## src/inc/vic_map.svh

```systemverilog
// Constants of the voltage input code scaler: sizes, range codes, limits
`ifndef VIC_MAP_SVH
`define VIC_MAP_SVH

`define VIC_NUM_CH      4
`define VIC_CH_W        2
`define VIC_MV_W        16
`define VIC_CODE_W      16
`define VIC_RANGE_W     3
`define VIC_ARITH_W     40

// Range selections
`define VIC_RNG_OFF     3'h0
`define VIC_RNG_FS_B10  3'h1
`define VIC_RNG_FS_U10  3'h2
`define VIC_RNG_RS_B10  3'h3
`define VIC_RNG_RS_U10  3'h4
`define VIC_RNG_RS_B5   3'h5
`define VIC_RNG_RS_U5   3'h6
`define VIC_RNG_RS_1T5  3'h7
`define VIC_RANGE_RST   3'h1

// Full-scale clamp codes
`define VIC_FS_MAX      16'sh7fff
`define VIC_FS_MIN      16'sh8000
`define VIC_ZERO        16'sh0000
// Reduced-scale saturation codes and the 1..5V offset
`define VIC_OVR_HI      16'sh6d4c
`define VIC_OVR_LO_B    16'sh92b4
`define VIC_OVR_LO_U    16'shfeb4
`define VIC_OVR_HI_15   16'sh6d1d
`define VIC_OVR_LO_15   16'shfea7
`define VIC_OFS_15      16'sh1b00

// Input limits in millivolts
`define VIC_MV_P10      16'sh2710
`define VIC_MV_Z        16'sh0000
`define VIC_MV_P10_12   16'sh2788
`define VIC_MV_N10_13   16'shd86e
`define VIC_MV_N0_13    16'shff7e
`define VIC_MV_P5_06    16'sh13c4
`define VIC_MV_N5_07    16'shec32
`define VIC_MV_N0_07    16'shffba
`define VIC_MV_P0_94    16'sh03ac

// Scale factor numerators and millivolt denominators
`define VIC_MUL_65535   40'h000000ffff
`define VIC_MUL_32767   40'h0000007fff
`define VIC_MUL_27648   40'h0000006c00
`define VIC_MUL_55296   40'h000000d800
`define VIC_DEN_20000   40'h0000004e20
`define VIC_DEN_10000   40'h0000002710
`define VIC_DEN_5000    40'h0000001388
`define VIC_DEN_4000    40'h0000000fa0

`endif

```

## src/inc/vic_pkg.sv

```systemverilog
// Types shared by the voltage input code scaler files
package vic_pkg;
  `include "vic_map.svh"

  typedef logic [`VIC_RANGE_W-1:0]        vic_range_t;
  typedef logic signed [`VIC_MV_W-1:0]    vic_mv_t;
  typedef logic signed [`VIC_CODE_W-1:0]  vic_code_t;
  typedef logic [`VIC_CH_W-1:0]           vic_ch_t;

  typedef struct packed {
    vic_ch_t ch;
    vic_mv_t mv;
  } vic_sample_t;

  typedef logic [`VIC_NUM_CH-1:0][`VIC_CODE_W-1:0]  vic_code_arr_t;
  typedef logic [`VIC_NUM_CH-1:0][`VIC_RANGE_W-1:0] vic_range_arr_t;
endpackage

```

## src/rtl/vic_scale.sv

```systemverilog
// Combinational conversion of one millivolt sample into a code for one range
`timescale 1ns/10ps
`include "vic_map.svh"
module vic_scale (
  input  wire vic_pkg::vic_range_t i_range,
  input  wire vic_pkg::vic_mv_t    i_mv,
  output vic_pkg::vic_code_t       o_code,
  output logic                     o_sat
);
  import vic_pkg::*;

  // Round half away from zero, matching the printed code tables
  function automatic logic signed [`VIC_ARITH_W-1:0] round_div(
    input logic signed [`VIC_ARITH_W-1:0] num,
    input logic [`VIC_ARITH_W-1:0]        den
  );
    logic [`VIC_ARITH_W-1:0] mag;
    mag = num[`VIC_ARITH_W-1] ? `VIC_ARITH_W'(-num) : `VIC_ARITH_W'(num);
    mag = (mag + (den >> 1)) / den;
    return num[`VIC_ARITH_W-1] ? -$signed(mag) : $signed(mag);
  endfunction

  logic [`VIC_ARITH_W-1:0]        mul;
  logic [`VIC_ARITH_W-1:0]        den;
  vic_code_t                      ofs;
  vic_mv_t                        lo_mv;
  vic_mv_t                        hi_mv;
  vic_code_t                      lo_code;
  vic_code_t                      hi_code;
  logic                           alarm_en;
  logic signed [`VIC_ARITH_W-1:0] prod;
  logic signed [`VIC_ARITH_W-1:0] calc;

  always_comb begin
    mul      = `VIC_MUL_27648;
    den      = `VIC_DEN_10000;
    ofs      = `VIC_ZERO;
    lo_mv    = `VIC_MV_Z;
    hi_mv    = `VIC_MV_Z;
    lo_code  = `VIC_ZERO;
    hi_code  = `VIC_ZERO;
    alarm_en = 1'b0;
    case (i_range)
      `VIC_RNG_FS_B10: begin
        mul = `VIC_MUL_65535; den = `VIC_DEN_20000;
        lo_mv = -`VIC_MV_P10; hi_mv = `VIC_MV_P10;
        lo_code = `VIC_FS_MIN; hi_code = `VIC_FS_MAX;
      end
      `VIC_RNG_FS_U10: begin
        mul = `VIC_MUL_32767; den = `VIC_DEN_10000;
        lo_mv = `VIC_MV_Z; hi_mv = `VIC_MV_P10;
        lo_code = `VIC_ZERO; hi_code = `VIC_FS_MAX;
      end
      `VIC_RNG_RS_B10: begin
        lo_mv = `VIC_MV_N10_13; hi_mv = `VIC_MV_P10_12;
        lo_code = `VIC_OVR_LO_B; hi_code = `VIC_OVR_HI; alarm_en = 1'b1;
      end
      `VIC_RNG_RS_U10: begin
        lo_mv = `VIC_MV_N0_13; hi_mv = `VIC_MV_P10_12;
        lo_code = `VIC_OVR_LO_U; hi_code = `VIC_OVR_HI; alarm_en = 1'b1;
      end
      `VIC_RNG_RS_B5: begin
        mul = `VIC_MUL_55296;
        lo_mv = `VIC_MV_N5_07; hi_mv = `VIC_MV_P5_06;
        lo_code = `VIC_OVR_LO_B; hi_code = `VIC_OVR_HI; alarm_en = 1'b1;
      end
      `VIC_RNG_RS_U5: begin
        den = `VIC_DEN_5000;
        lo_mv = `VIC_MV_N0_07; hi_mv = `VIC_MV_P5_06;
        lo_code = `VIC_OVR_LO_U; hi_code = `VIC_OVR_HI; alarm_en = 1'b1;
      end
      `VIC_RNG_RS_1T5: begin
        den = `VIC_DEN_4000; ofs = `VIC_OFS_15;
        lo_mv = `VIC_MV_P0_94; hi_mv = `VIC_MV_P5_06;
        lo_code = `VIC_OVR_LO_15; hi_code = `VIC_OVR_HI_15; alarm_en = 1'b1;
      end
      default: begin
        mul = `VIC_ARITH_W'h0;
      end
    endcase
  end

  assign prod = `VIC_ARITH_W'(i_mv) * $signed(mul);
  assign calc = round_div(prod, den) - `VIC_ARITH_W'(ofs);

  always_comb begin
    o_code = `VIC_ZERO;
    o_sat  = 1'b0;
    if (i_range == `VIC_RNG_OFF) begin
      o_code = `VIC_ZERO;
    end else if (i_mv > hi_mv) begin
      o_code = hi_code;
      o_sat  = alarm_en;
    end else if (i_mv < lo_mv) begin
      o_code = lo_code;
      o_sat  = alarm_en;
    end else if (calc > `VIC_ARITH_W'(hi_code)) begin
      // Bipolar full-scale end point rounds one past the code range; 1..5V top of band computes up to 28063
      o_code = hi_code;
    end else if (calc < `VIC_ARITH_W'(lo_code)) begin
      o_code = lo_code;
    end else begin
      o_code = `VIC_CODE_W'(calc);
    end
  end
endmodule

```

## src/rtl/vic_scaler.sv

```systemverilog
// Multi-channel voltage input code scaler with per-channel range and alarm
// Notes on behaviour
// - Range 0 disables; 1..7 select; 1 default
// - Bipolar full scale clamps 32767/-32768, no alarm
// - Unipolar full scale clamps to 32767 and 0
// - Reduced bipolar 10V computes within -10.13..10.12V
// - Reduced bipolar 10V saturates +/-27980 with alarm
// - Reduced 0..10V saturates 27980/-332 with alarm
// - Bipolar 5V saturates +/-27980 beyond band, alarm
// - 0..5V saturates 27980/-332 beyond band, alarm
// - 1..5V saturates 27933/-345 beyond band, alarm
// - 1..5V code is 6.912 per mV minus 6912
`timescale 1ns/10ps
`include "vic_map.svh"
module vic_scaler (
  input  wire                  i_core_clk,
  input  wire                  i_reset,
  input  wire                  i_ce,
  input  wire vic_pkg::vic_sample_t i_sample,
  input  wire                  i_sample_valid,
  input  wire                  i_range_wr,
  input  wire vic_pkg::vic_ch_t    i_range_ch,
  input  wire vic_pkg::vic_range_t i_range_val,
  output vic_pkg::vic_code_arr_t   o_code,
  output logic [`VIC_NUM_CH-1:0]   o_alarm,
  output logic                     o_update,
  output vic_pkg::vic_ch_t         o_update_ch,
  output vic_pkg::vic_range_arr_t  o_range
);
  import vic_pkg::*;

  vic_range_arr_t range_reg;
  vic_sample_t    stage;
  logic           stage_valid;
  vic_range_t     stage_range;
  vic_code_t      next_code;
  logic           next_sat;

  assign stage_range = range_reg[stage.ch];

  // Range settings; a write to range 0 also blanks that channel below
  always_ff @(posedge i_core_clk) begin
    if (i_reset) begin
      for (int i = 0; i < `VIC_NUM_CH; i++) begin
        range_reg[i] <= `VIC_RANGE_RST;
      end
    end else if (i_ce && i_range_wr) begin
      range_reg[i_range_ch] <= i_range_val;
    end
  end

  assign o_range = range_reg;

  // One stage of input capture keeps the wide divider off the input pins' path
  always_ff @(posedge i_core_clk) begin
    if (i_reset) begin
      stage       <= '0;
      stage_valid <= 1'b0;
    end else if (i_ce) begin
      stage       <= i_sample;
      stage_valid <= i_sample_valid;
    end
  end

  vic_scale u_scale (
    .i_range (stage_range),
    .i_mv    (stage.mv),
    .o_code  (next_code),
    .o_sat   (next_sat)
  );

  // Per-channel result and alarm, refreshed by each sample of that channel
  always_ff @(posedge i_core_clk) begin
    if (i_reset) begin
      o_code  <= '0;
      o_alarm <= '0;
    end else if (i_ce) begin
      for (int i = 0; i < `VIC_NUM_CH; i++) begin
        if (range_reg[i] == `VIC_RNG_OFF) begin
          o_code[i]  <= `VIC_ZERO;
          o_alarm[i] <= 1'b0;
        end else if (stage_valid && stage.ch == `VIC_CH_W'(i)) begin
          o_code[i]  <= next_code;
          o_alarm[i] <= next_sat;
        end
      end
    end
  end

  // Update strobe; samples of a disabled channel are dropped silently
  always_ff @(posedge i_core_clk) begin
    if (i_reset) begin
      o_update    <= 1'b0;
      o_update_ch <= '0;
    end else if (i_ce) begin
      o_update    <= stage_valid && (stage_range != `VIC_RNG_OFF);
      o_update_ch <= stage.ch;
    end
  end
endmodule

```

## config.mk

```make
export PLATFORM = sky130hd
export DESIGN_NAME = vic_scaler
export DESIGN_NICKNAME = d
export VERILOG_FILES = /design/src/inc/vic_pkg.sv /design/src/rtl/vic_scale.sv /design/src/rtl/vic_scaler.sv
export VERILOG_INCLUDE_DIRS = /design/src /design/src/inc
export SDC_FILE = /design/constraint.sdc
export NUM_CORES = 1
export LEC_CHECK = 0
export BUFFER_PORTS_ARGS = -buffer_cell sky130_fd_sc_hd__buf_2
export CAP_MARGIN = 20
export CELL_PAD_IN_SITES_DETAIL_PLACEMENT = 0
export CELL_PAD_IN_SITES_GLOBAL_PLACEMENT = 1
export CORE_AREA = 5 5 243 482
export CTS_CLUSTER_DIAMETER = 120
export DETAILED_ROUTE_END_ITERATION = 6
export DIE_AREA = 0 0 248 487
export PLACE_DENSITY = 0.74
export SLEW_MARGIN = 20
export SYNTH_ARGS = -nofsm -noshare
export SYNTH_HDL_FRONTEND = slang
export SYNTH_SLANG_ARGS = --single-unit
```

## constraint.sdc

```tcl
create_clock -name i_core_clk -period 223.3 [get_ports i_core_clk]
set_input_delay 22.33 -clock i_core_clk [delete_from_list [all_inputs] [get_ports i_core_clk]]
set_output_delay 22.33 -clock i_core_clk [all_outputs]
set_load 0.02 [all_outputs]
```

---- Word level (Yosys, flattened, before mapping) ----
Index checks and enable logic that the tools add are counted.
word-level totals
  memories kept ........................... 0
  logic and storage cells ................. 109
  latch bits .............................. 0
  flip-flop bits (word level) ............. 102
  input bits .............................. 28
  memory bits (read-only) ................. 0
  output and inout port bits .............. 83
  bits in writable memories ............... 0
operators by class
  shifts and indexed selects .............. 0
  multipliers ............................. 1
  $lt $le $gt $ge ......................... 7
  add/subtract/negate cells ............... 4
  mux-type cells .......................... 39
  equality and inequality tests ........... 10
  bitwise gates (word level) .............. 0
  div/mod/pow operators ................... 1
  reductions and logical operators ........ 30
operators by type and width
  operator              number
  $mux W16              13
  $pmux W16 S4          2
  $pmux W16 S6          1
  $pmux W15 S3          2
  $mux W40              2
  $neg A40 Y40          2
  $pmux W14 S3          1
  $add A40 B14 Y40      1
  $div A40 B40 Y40      1
  $gt A40 B16 Y1        1
  $lt A40 B16 Y1        1
  $sub A40 B14 Y40      1
  $mul A16 B17 Y33      1
  $gt A16 B15 Y1        1
  $lt A16 B16 Y1        1
  $logic_not A3 Y1      5
  $mux W13              1
  $bwmux W12            1
  $eq A3 B3 Y1 const B  4
  $mux W1               12
  $reduce_and A2 Y1     4
  $reduce_bool A2 Y1    4
  $reduce_or A2 Y1      4
  $reduce_or A4 Y1      2
  other kinds (14)      24

---- Longest topological paths before layout ----
Gate-level depths: netlist of the first run.
  depth after elaboration ................. 21
  mapped depth ............................ 489
  mapped depth without buffers ............ 428

---- Cells and area by module ----
A second synthesis of the first run with hierarchy kept.
unflattened totals
  cell total of the unflattened synthesis .. 6587
  area, all modules ....................... 47082.7 sq um
modules (own cells, without submodules)
  module      sequential area each (sq um)  area an instance (sq um)  instances  cells an instance
  vic_scale   0.0                           42943.7                   1          6140
  vic_scaler  2042.0                        4139.0                    1          447

---- Worst setup path after synthesis of the first run ----
OpenSTA, ideal clock, no wires.
  path type ............................... flip-flop to flip-flop
  start ................................... register stage[16] in the netlist's numbering
  end ..................................... register o_code[20] in the netlist's numbering
  arrival time ............................ 80.220 ns
  period minus slack after synthesis ...... 80.340 ns
  cell stages (with the launch flop) ...... 402
  path buffers ............................ 57
  library setup time ...................... 0.121 ns
  setup slack ............................. 142.960 ns
  required time ........................... 223.179 ns
  path through ............................ dfxtp_1 -> buf_2 -> mux4_2 -> clkbuf_1 -> or2_2 -> clkbuf_1 -> inv_1 -> a21o_1 -> clkbuf_1 -> nand2_1 -> fa_1 -> fa_1 -> inv_1 -> fa_1 -> fa_1 -> fa_1 -> inv_1 -> fa_1 -> (+366 left out) -> a21oi_1 -> nor2b_1 -> o21ai_0 -> nand2b_1 -> a21oi_1 -> nor2b_1 -> o21ai_0 -> nand2b_1 -> a21oi_1 -> o21ai_0 -> a21oi_1 -> o41ai_1 -> mux2_2 -> nand2_1 -> mux2_2 -> mux2i_1 -> a2bb2oi_2 -> o21ai_1
between the ends
  cells in the longest elaborated chain, start to end .. 21
  elaborated cells on any way between the ends .. 47
  those cells by class .................... 4 x add/sub; 1 x mul; 1 x div; 4 x order compare; 8 x eq/ne; 18 x mux; 11 x reduce/logical
RTL lines
  item                                                 line              text
  start, declared                                      vic_scaler.sv:33  vic_sample_t stage;
  start signal, assigned                               vic_scaler.sv:60  stage <= i_sample;
  $bmux W3 S2                                          vic_scaler.sv:39  assign stage_range = range_reg[stage.ch];
  $mux W3 (not written as such)                        vic_scaler.sv:39
  $eq A3 B2 Y1 / $eq A3 B3 Y1 (equally long branches)  vic_scale.sv:43   case (i_range)
  $reduce_or A4 Y1 (no source line)                    n/a
  $pmux W16 S4                                         vic_scale.sv:43
  $mul A16 B17 Y33 (no source line)                    n/a
  $neg A40 Y40                                         vic_scale.sv:18   mag = num[`VIC_ARITH_W-1] ? `VIC_ARITH_W'(-num) : `VIC_ARITH_W'(num);
  $mux W40                                             vic_scale.sv:18
  (+5 left out)                                        n/a
  $lt A40 B16 Y1                                       vic_scale.sv:100  end else if (calc < `VIC_ARITH_W'(lo_code)) begin
  $mux W16                                             vic_scale.sv:100
  $mux W16                                             vic_scale.sv:97   end else if (calc > `VIC_ARITH_W'(hi_code)) begin
  $mux W16                                             vic_scale.sv:94   end else if (i_mv < lo_mv) begin
  $mux W16                                             vic_scale.sv:91   end else if (i_mv > hi_mv) begin
  $mux W16                                             vic_scale.sv:89   if (i_range == `VIC_RNG_OFF) begin
  $mux W16                                             vic_scaler.sv:82  end else if (stage_valid && stage.ch == `VIC_CH_W'(i)) begin
  $mux W16                                             vic_scaler.sv:79  if (range_reg[i] == `VIC_RNG_OFF) begin
  end signal, assigned by index                        vic_scaler.sv:80  o_code[i] <= `VIC_ZERO;
  end signal, assigned by index                        vic_scaler.sv:83  o_code[i] <= next_code;
  end, declared                                        vic_scaler.sv:24  output vic_pkg::vic_code_arr_t o_code,
Parallel ways exist; a longest one is shown, timed or not. The select of a mux whose other input is x is not followed.
A chain may end at the register's enable or synchronous reset.

---- Worst setup path after layout of the first run ----
  start ................................... register stage[16] in the netlist's numbering
  end ..................................... register o_code[36] in the netlist's numbering
Same word-level chain as after synthesis.

==> out/metrics.sh, run 1 <==
RUN_STATUS='finished, violations left'
VIOLATIONS='design-rule violations, max-slew violations'
CLOCK-SKEW-FINAL_NS=0.00560
POSTSYNTHCELLCOUNT=6355
STARTPOINT_TYPE='flip-flop'
FINAL.MIN_CLOCK_PERIOD_NS=94.29
CTS_SETUP_BUFFERS=0
CLKLATENCYLATEPIN_NS=0.34
POST_DRT_WL_PER_CELL_UM=22.1
ROUTE.FINAL.WIRE_LENGTH_UM=174000
ANTENNADIODECOUNT=0
VIA_COUNT_OF_THE_FIRST_GLOBAL_ROUTING_PASS=47505
DESIGN.DIE.AREA_MM2=0.121
GRT_USE_TOTAL_PCT=27.3
ARRIVAL_NS=94.52
SYNTH_ENABLE_FLOP_CELLS=0
MAX_CAP_VIOL_COUNT=0
CTS_MAX_LEVEL=3
POSTSYNTHREGISTERBITS=102
POST_CTS_HOLD_BUFFER_COUNT=0
TIMING_HOLD_VIOLATIONS_FINAL=0
INITIAL_CORE_UTIL_PCT=40.7
GRT_REMAINING_OVERFLOW=0
YOSYSWARNINGCOUNT=0
FINALCOREUTILIZATION_PCT=42.7
POST-DP-HPWL_UM=145000
IO_BUFFERS=110
PLACE.GP.CONGESTION=0.956
CTS.REPORTEDPATHS.CLKPINSLEW_NS=0.07
CRITICAL_PATH.MAX_STAGE_DELAY_NS=0.89
ROWS=175
ANTENNA_FOUND_INITIAL=1
DIE_WIDTH_UM=248
FINALSETUPVIOLCOUNT=0
WORSTPATHMAXFANOUT=28
SYNTH_TOP_CELLS_BY_COUNT='sky130_fd_sc_hd__nand2_1 (543), sky130_fd_sc_hd__nor2_1 (539), sky130_fd_sc_hd__ha_1 (497)'
CRITICAL-PATH-TOP-DELAY-FAMILY='simple AND/OR/NAND/NOR gates'
DR.MAX_LAYER_USED='met5'
DETAILEDROUTE.FIRSTPASSITERATIONCOUNT=7
MET2_WIRELENGTH_UM=82700
CTS-ROOT-BUF='sky130_fd_sc_hd__clkbuf_16'
CHIPHEIGHT_UM=487
IOS=111
WORSTSETUPPATHTYPE='flip-flop to flip-flop'
MAPPEDNETLISTAREA_MM2=0.0460
SYNTHTOLAYOUTAREAGROWTH_PCT=5.12
POST_DRT_VIA_CELL_RATIO=6.28
TIGHTESTPINTRANSITION_NS=2.11
GRT_START_MAX_NET_PINS=67
NUM_VIAS=49348
SYNTH.YOSYS.SEQ_AREA_SHARE_PCT=4.44
LAYOUT.NETS=7010
DR.FIRST_ITER.DRC_COUNT=3642
POST_ROUTE_CELLS_DRIVE_ABOVE_1_SHARE_PCT=7.61
DRT_DRC_VIOLATIONS_LEFT=1
CTS_RESIZED=0
SYN-MEAN-INSTANCE-AREA_UM2=7.24
FILLCELLCOUNT=11857
ROUTE.LAYER.MET1.WL_UM=75800
GRT_FIRST_PASS_WIRELENGTH_UM=270000
FINALSETUPTNS_NS=0
CELL_TYPE_CONTRIBUTING_THE_MOST_TOTAL_CELL_AREA_AFTER_SYNTHESIS='sky130_fd_sc_hd__ha_1'
CP_DATA_REQUIRED_TIME_NS=223.53
TRITONCTS.NUM_BUFFERS=9
YOSYSTOPAREACELLSHARE_PCT=13.5
SLEW_VIOLATIONS=27
WORST_SLEW_MARGIN_REL_PCT=-41.3
CTS_SINKS=102
CLOCKBUFFERDEPTH=2
SLOWEST_STAGE='sky130_fd_sc_hd__a2111o_1'
LIBRARY_CELL_WITH_THE_HIGHEST_INSTANCE_COUNT_AFTER_SYNTHESIS='sky130_fd_sc_hd__nand2_1'
HOLD_CLASS='flip-flop to flip-flop'
CP_COMMON_CELL='sky130_fd_sc_hd__a21oi_1'
SYNTH.LIB_CELLS_USED.DISTINCT=150
YS_TOP_CELLS_BY_AREA='sky130_fd_sc_hd__ha_1 (14%), sky130_fd_sc_hd__xnor2_1 (6.1%), sky130_fd_sc_hd__fa_1 (6.1%), sky130_fd_sc_hd__a21oi_1 (4.8%), sky130_fd_sc_hd__dfxtp_1 (4.4%)'
TIMING.FMAX_MHz=10.6
MET3_WIRELENGTH_UM=8380
CORE_REGION_AREA_MM2=0.113
RSZ0062_AT_GRT='false'
CTS_TREE='built'
ASYNC_RESET_FF_SHARE_PCT=0
SYNTH-MAIN-FF-CELL='sky130_fd_sc_hd__dfxtp_1'
TIMING.CRITICAL_PATH.TO_TYPE='flip-flop'
FIN_CRIT_SH_PCT=42.2
ROUTE.ANTENNA.REMAINING_NETS=0
WORST-PATH-BUF-INV=19
==> routing by layer <==
metal  vias up  GRT usage (%)
met5         -              0
met4         2           8.86
met3       306           2.20
met2      1610           46.8
met1     23768           36.0
li1      23662              -
==> logic make-up (layout without fill, tap and decap cells) <==
kind of cell,Yosys count,in the layout,synth area share [%]
muxes,212,212,4.99
other,1,5,0.00815
AOI/OAI and AO/OA,1895,1895,28.7
xor gates and xnor gates,489,489,9.32
DFF,102,102,4.44
and+or+nand+nor,2416,2416,27.6
buffers and inverters,602,593,5.30
adders and majority gates,638,638,19.6
==> state kept, by name, indices dropped and copies added (netlist names) <==
register     flops
o_code          64
stage_valid      1
o_range         12
o_update_ch      2
stage           18
o_alarm          4
o_update         1
==> worst paths after layout <==
path,endpoint,from,slack (ns),cells after the start
worst max register to register,o_code[36]$_SDFFE_PP0P_,stage[16]$_SDFFE_PP0P_,129.01,346
worst min register to register,o_code[26]$_SDFFE_PP0P_,o_code[26]$_SDFFE_PP0P_,0.45,2
worst min-delay path,o_code[26]$_SDFFE_PP0P_,o_code[26]$_SDFFE_PP0P_,0.45,2
worst max-delay path,o_code[36]$_SDFFE_PP0P_,stage[16]$_SDFFE_PP0P_,129.01,346
==> layout make-up <==
cell class	count	area, um^2	area share, %
Clock buffer	9	225	0.465
Clock inverter	7	114	0.235
Inverter	414	1550	3.21
Multi-Input combinational cell	5655	41600	86.0
Sequential cell	102	2040	4.22
Tap cell	1504	1880	3.89
Timing Repair Buffer	163	948	1.96
==> worst min-delay path, cell delays in order (launching register included) <==
cell,delay (ns)
sky130_fd_sc_hd__dfxtp_1,0.31
sky130_fd_sc_hd__nand2_1,0.05
sky130_fd_sc_hd__o21ai_1,0.05
==> metrics by stage <==
| step | cells | instance area (um^2) | hold WS, ns | worst slack, ns |
|---|---|---|---|---|
| finish | 7854 | 48400 | 0.447 | 129.01 |
| global route | 7854 | 48400 | 0.459 | 121.93 |
| CTS | 7853 | 48400 | 0.450 | 130.43 |
| detailed placement | 7837 | 48000 | 0.440 | 130.80 |
| global placement | 7837 | 48000 | 0.436 | 131.93 |
| floorplan | 6359 | 46000 | 0.505 | 142.96 |
==> cell usage in the layout, fill, tap and decap left out, drive strengths merged, types with 28 or more instances in the layout <==
master	netlist	layout
nand2	547	547
nor2	545	545
ha	497	497
a21oi	451	451
inv	413	416
o21ai	387	387
xnor2	323	323
nor3	222	222
nand3	178	178
xor2	166	166
buf	85	163
a21o	157	157
fa	140	140
mux2i	121	121
and2	118	118
nand2b	110	110
dfxtp	102	102
and3	95	95
o21a	93	93
nand4	93	93
a31oi	91	91
or3	88	88
mux2	88	88
nor2b	85	85
o211ai	81	81
a211oi	69	69
nor4	69	69
or2	50	50
o31ai	45	45
a2111oi	38	38
and4	35	35
or4	34	34
nor3b	31	31
a211o	29	29
o31a	29	29
a21boi	29	29
o2111ai	28	28
o22ai	28	28
Power of run 1 is left out: the tool's default activity adds up to more than one toggle a clock period on the data nets, which glitch-free logic cannot reach.
==> run 2: changes to the inputs <==
- ABC_AREA: not set -> 1
- CORE_AREA: 5 5 243 482 -> 5 5 275 545
- DIE_AREA: 0 0 248 487 -> 0 0 280 550
- PLACE_DENSITY: 0.74 -> 0.76
- clock period: 223.3 -> 95.9 ns (I/O delays scaled with it)
==> out/metrics.sh, run 2 <==
RUN_STATUS='finished, violations left'
VIOLATIONS='design-rule violations, max-slew violations'
POST_DRT_VIA_CELL_RATIO=5.42
CLOCK-SKEW-FINAL_NS=0.0161
DR.FIRST_ITER.DRC_COUNT=3372
POST_CTS_HOLD_BUFFER_COUNT=0
TIMING.REG2REG.SETUP_SLACK_NS=21.51
SIMPLE_GATE_PORTION_OF_THE_SYNTHESIZED_AREA_PCT=54.1
GRT_FIRST_PASS_WIRELENGTH_UM=373000
DIE_WIDTH_UM=280
DETAILEDROUTE.FIRSTPASSITERATIONCOUNT=7
CRIT-REG2REG-CAPTURE='o_code[62]$_SDFFE_PP0P_'
WORST_SLEW_MARGIN_REL_PCT=-4.61
TIMING.FMAX_MHz=13.4
WORSTPATHMAXFANOUT=68
CTS-ROOT-BUF='sky130_fd_sc_hd__clkbuf_16'
POSTSYNTHCELLCOUNT=9715
CTS_SINKS=102
CP_COMMON_CELL='sky130_fd_sc_hd__nand2_1'
ROWS=198
ANTENNA_FOUND_INITIAL=3
STARTPOINT_TYPE='flip-flop'
ROUTE.ANTENNA.REMAINING_NETS=0
YOSYSWARNINGCOUNT=0
ARRIVAL_NS=74.61
NUM_VIAS=63089
SYNTH.YOSYS.SEQ_AREA_SHARE_PCT=3.45
FINALSETUPTNS_NS=0
POST_ROUTE_CELLS_DRIVE_ABOVE_1_SHARE_PCT=18.1
SYNTHADDERAREAFRAC_PCT=15.3
IOS=111
CTS_RESIZED=0
SYNTH_MUX_AREA_SHARE_PCT=0.0169
CORE_REGION_AREA_MM2=0.145
GRT_USE_TOTAL_PCT=31.4
RSZ0062_AT_GRT='false'
SYNTH-XOR-AREA-SHARE_PCT=4.68
LAYOUT.NETS=10404
CTS_MAX_LEVEL=3
CHIPHEIGHT_UM=550
DESIGN.DIE.AREA_MM2=0.154
LARGEST-REGISTER='o_code'
SYNTHTOLAYOUTAREAGROWTH_PCT=3.25
WORSTHOLDENDPOINT='o_code[9]$_SDFFE_PP0P_'
CLOCKBUFFERDEPTH=2
HOLD_PATH.STARTPOINT='o_code[9]$_SDFFE_PP0P_'
MAPPEDNETLISTAREA_MM2=0.0591
FINAL.MIN_CLOCK_PERIOD_NS=74.39
TIGHTESTPINTRANSITION_NS=1.57
INITIAL_CORE_UTIL_PCT=40.7
VIA_COUNT_OF_THE_FIRST_GLOBAL_ROUTING_PASS=63925
REGTOREGSTARTPOINT='stage[17]$_SDFFE_PP0P_'
DRT_DRC_VIOLATIONS_LEFT=1
CTS_SETUP_BUFFERS=0
LIBRARY_CELL_WITH_THE_HIGHEST_INSTANCE_COUNT_AFTER_SYNTHESIS='sky130_fd_sc_hd__nand2_1'
POSTSYNTHREGISTERBITS=102
FINALSETUPVIOLCOUNT=0
IO_BUFFERS=110
SYNTH_TOP_CELLS_BY_COUNT='sky130_fd_sc_hd__nand2_1 (2,422), sky130_fd_sc_hd__inv_1 (1,520), sky130_fd_sc_hd__nor2_1 (847)'
SYNTH_ENABLE_FLOP_CELLS=0
YOSYSTOPAREACELLSHARE_PCT=15.4
CELL_TYPE_CONTRIBUTING_THE_MOST_TOTAL_CELL_AREA_AFTER_SYNTHESIS='sky130_fd_sc_hd__nand2_1'
HOLD_CLASS='flip-flop to flip-flop'
POST_DRT_WL_PER_CELL_UM=21.7
ROUTE.FINAL.WIRE_LENGTH_UM=253000
SYNTH-MAIN-FF-CELL='sky130_fd_sc_hd__dfxtp_1'
FINAL_COMMON_CELL='sky130_fd_sc_hd__nand2_1'
POST-DP-HPWL_UM=221000
TIMING_HOLD_VIOLATIONS_FINAL=0
SLEW_VIOLATIONS=15
SYNTH_COMPOUND_AREA_SHARE_PCT=8.76
YS_TOP_CELLS_BY_AREA='sky130_fd_sc_hd__nand2_1 (15%), sky130_fd_sc_hd__ha_1 (11%), sky130_fd_sc_hd__inv_1 (9.7%), sky130_fd_sc_hd__nand3_1 (6.5%), sky130_fd_sc_hd__nor2_1 (5.4%)'
CLKLATENCYLATEPIN_NS=0.36
CTS.REPORTEDPATHS.CLKPINSLEW_NS=0.09
GRT_START_MAX_NET_PINS=71
FINALCOREUTILIZATION_PCT=42.0
GRT_REMAINING_OVERFLOW=0
SYNTH.LIB_CELLS_USED.DISTINCT=100
CTS_TREE='built'
ASYNC_RESET_FF_SHARE_PCT=0
MAX_CAP_VIOL_COUNT=0
SYN-MEAN-INSTANCE-AREA_UM2=6.08
COMBINATIONAL_FAMILY_WITH_THE_MOST_AREA_AFTER_SYNTHESIS='simple AND/OR/NAND/NOR gates'
CRITICAL_PATH.MAX_STAGE_DELAY_NS=0.74
FINAL_CELL_MIX='sky130_fd_sc_hd__nand2_1 (2,421), sky130_fd_sc_hd__inv_1 (1,516), sky130_fd_sc_hd__nor2_1 (844), sky130_fd_sc_hd__nand3_1 (765), sky130_fd_sc_hd__nand2_2 (504)'
TRITONCTS.NUM_BUFFERS=9
HOLD_PATH_DEPTH=2
FIN_CRIT_SH_PCT=77.6
CP_DATA_REQUIRED_TIME_NS=96.12
SLOWEST_STAGE='sky130_fd_sc_hd__nand4_2'
WORSTSETUPPATHTYPE='flip-flop to flip-flop'
R2R.WORST_PATH.CELLS=363
PLACE.GP.CONGESTION=1.02
TIMING.CRITICAL_PATH.TO_TYPE='flip-flop'
LARGEST_REG_FLOPS=64
run 2: cell count changes in the layout (fill, tap and decap cells not counted), sizes merged, moves of 214 or more:
cell   change
inv     +1218
nand2   +2625
nand3    +895
nand4    +222
nor2     +565
xnor2    -214
run 2: how the worst max path moves through the flow:
stage | to | slack, ns | from | depth (start not counted)
3_3_place_gp | o_code[61]$_SDFFE_PP0P_ | 23.26 | stage[17]$_SDFFE_PP0P_ | 361
2_1_floorplan | o_code[60]$_SDFFE_PP0P_ | 38.00 | stage[16]$_SDFFE_PP0P_ | 423
5_1_grt | o_code[62]$_SDFFE_PP0P_ | 16.04 | stage[17]$_SDFFE_PP0P_ | 365
4_1_cts | o_code[61]$_SDFFE_PP0P_ | 22.43 | stage[17]$_SDFFE_PP0P_ | 362
3_5_place_dp | o_code[61]$_SDFFE_PP0P_ | 22.62 | stage[17]$_SDFFE_PP0P_ | 361
6_report | o_code[62]$_SDFFE_PP0P_ | 21.51 | stage[17]$_SDFFE_PP0P_ | 363
run 2: kinds of logic (layout without fill, tap and decap cells):
family                   Yosys count  in the layout
flip-flops                       102            102
XOR/XNOR                         310            310
adder cells (fa/ha/maj)          637            637
other                              1              7
multiplexers                       1              1
AND/OR/NAND/NOR                 5930           5930
AO/OA/AOI/OAI                    918            918
buffers and inverters           1816           1841
run 2: metal layers:
layer | global-route usage (%) | vias to the layer above | wire length, um
met1 | 26.5 | 28982 | 78200
met3 | 2.62 | 1034 | 7920
met4 | 31.4 | 4 | 32800
met2 | 61.5 | 1933 | 134000
li1 | - | 31136 | -
met5 | 0 | - | 28
run 2: final cells by class:
class	instances	area (um^2)
Fill cell	16223	84200
Multi-Input combinational cell	7801	49000
Inverter	1685	6530
Tap cell	1900	2380
Sequential cell	102	2040
Timing Repair Buffer	140	773
Clock buffer	9	225
Clock inverter	7	96.3
Antenna cell	2	5.00
run 2: metrics by stage:
stage,instance area [um^2],instances,hold WS (ns),setup slack [ns]
after floorplan,59100,9719,0.463,38.00
after global placement,60700,11627,0.452,23.26
after detailed placement,60700,11628,0.455,22.62
after CTS,61000,11644,0.468,22.43
after global routing,61000,11644,0.482,16.04
final,61000,11646,0.468,21.51
run 2: worst max-delay path, delay by kind of cell, from the launching register on:
kind | cells | cell delay (ns)
adder cells (fa/ha/maj) | 34 | 12.62
buffers and inverters | 54 | 7.71
flip-flops | 1 | 0.71
AND/OR/NAND/NOR | 210 | 36.44
XOR/XNOR | 7 | 1.80
AO/OA/AOI/OAI | 58 | 14.59
Power of run 2 is left out for the same reason.
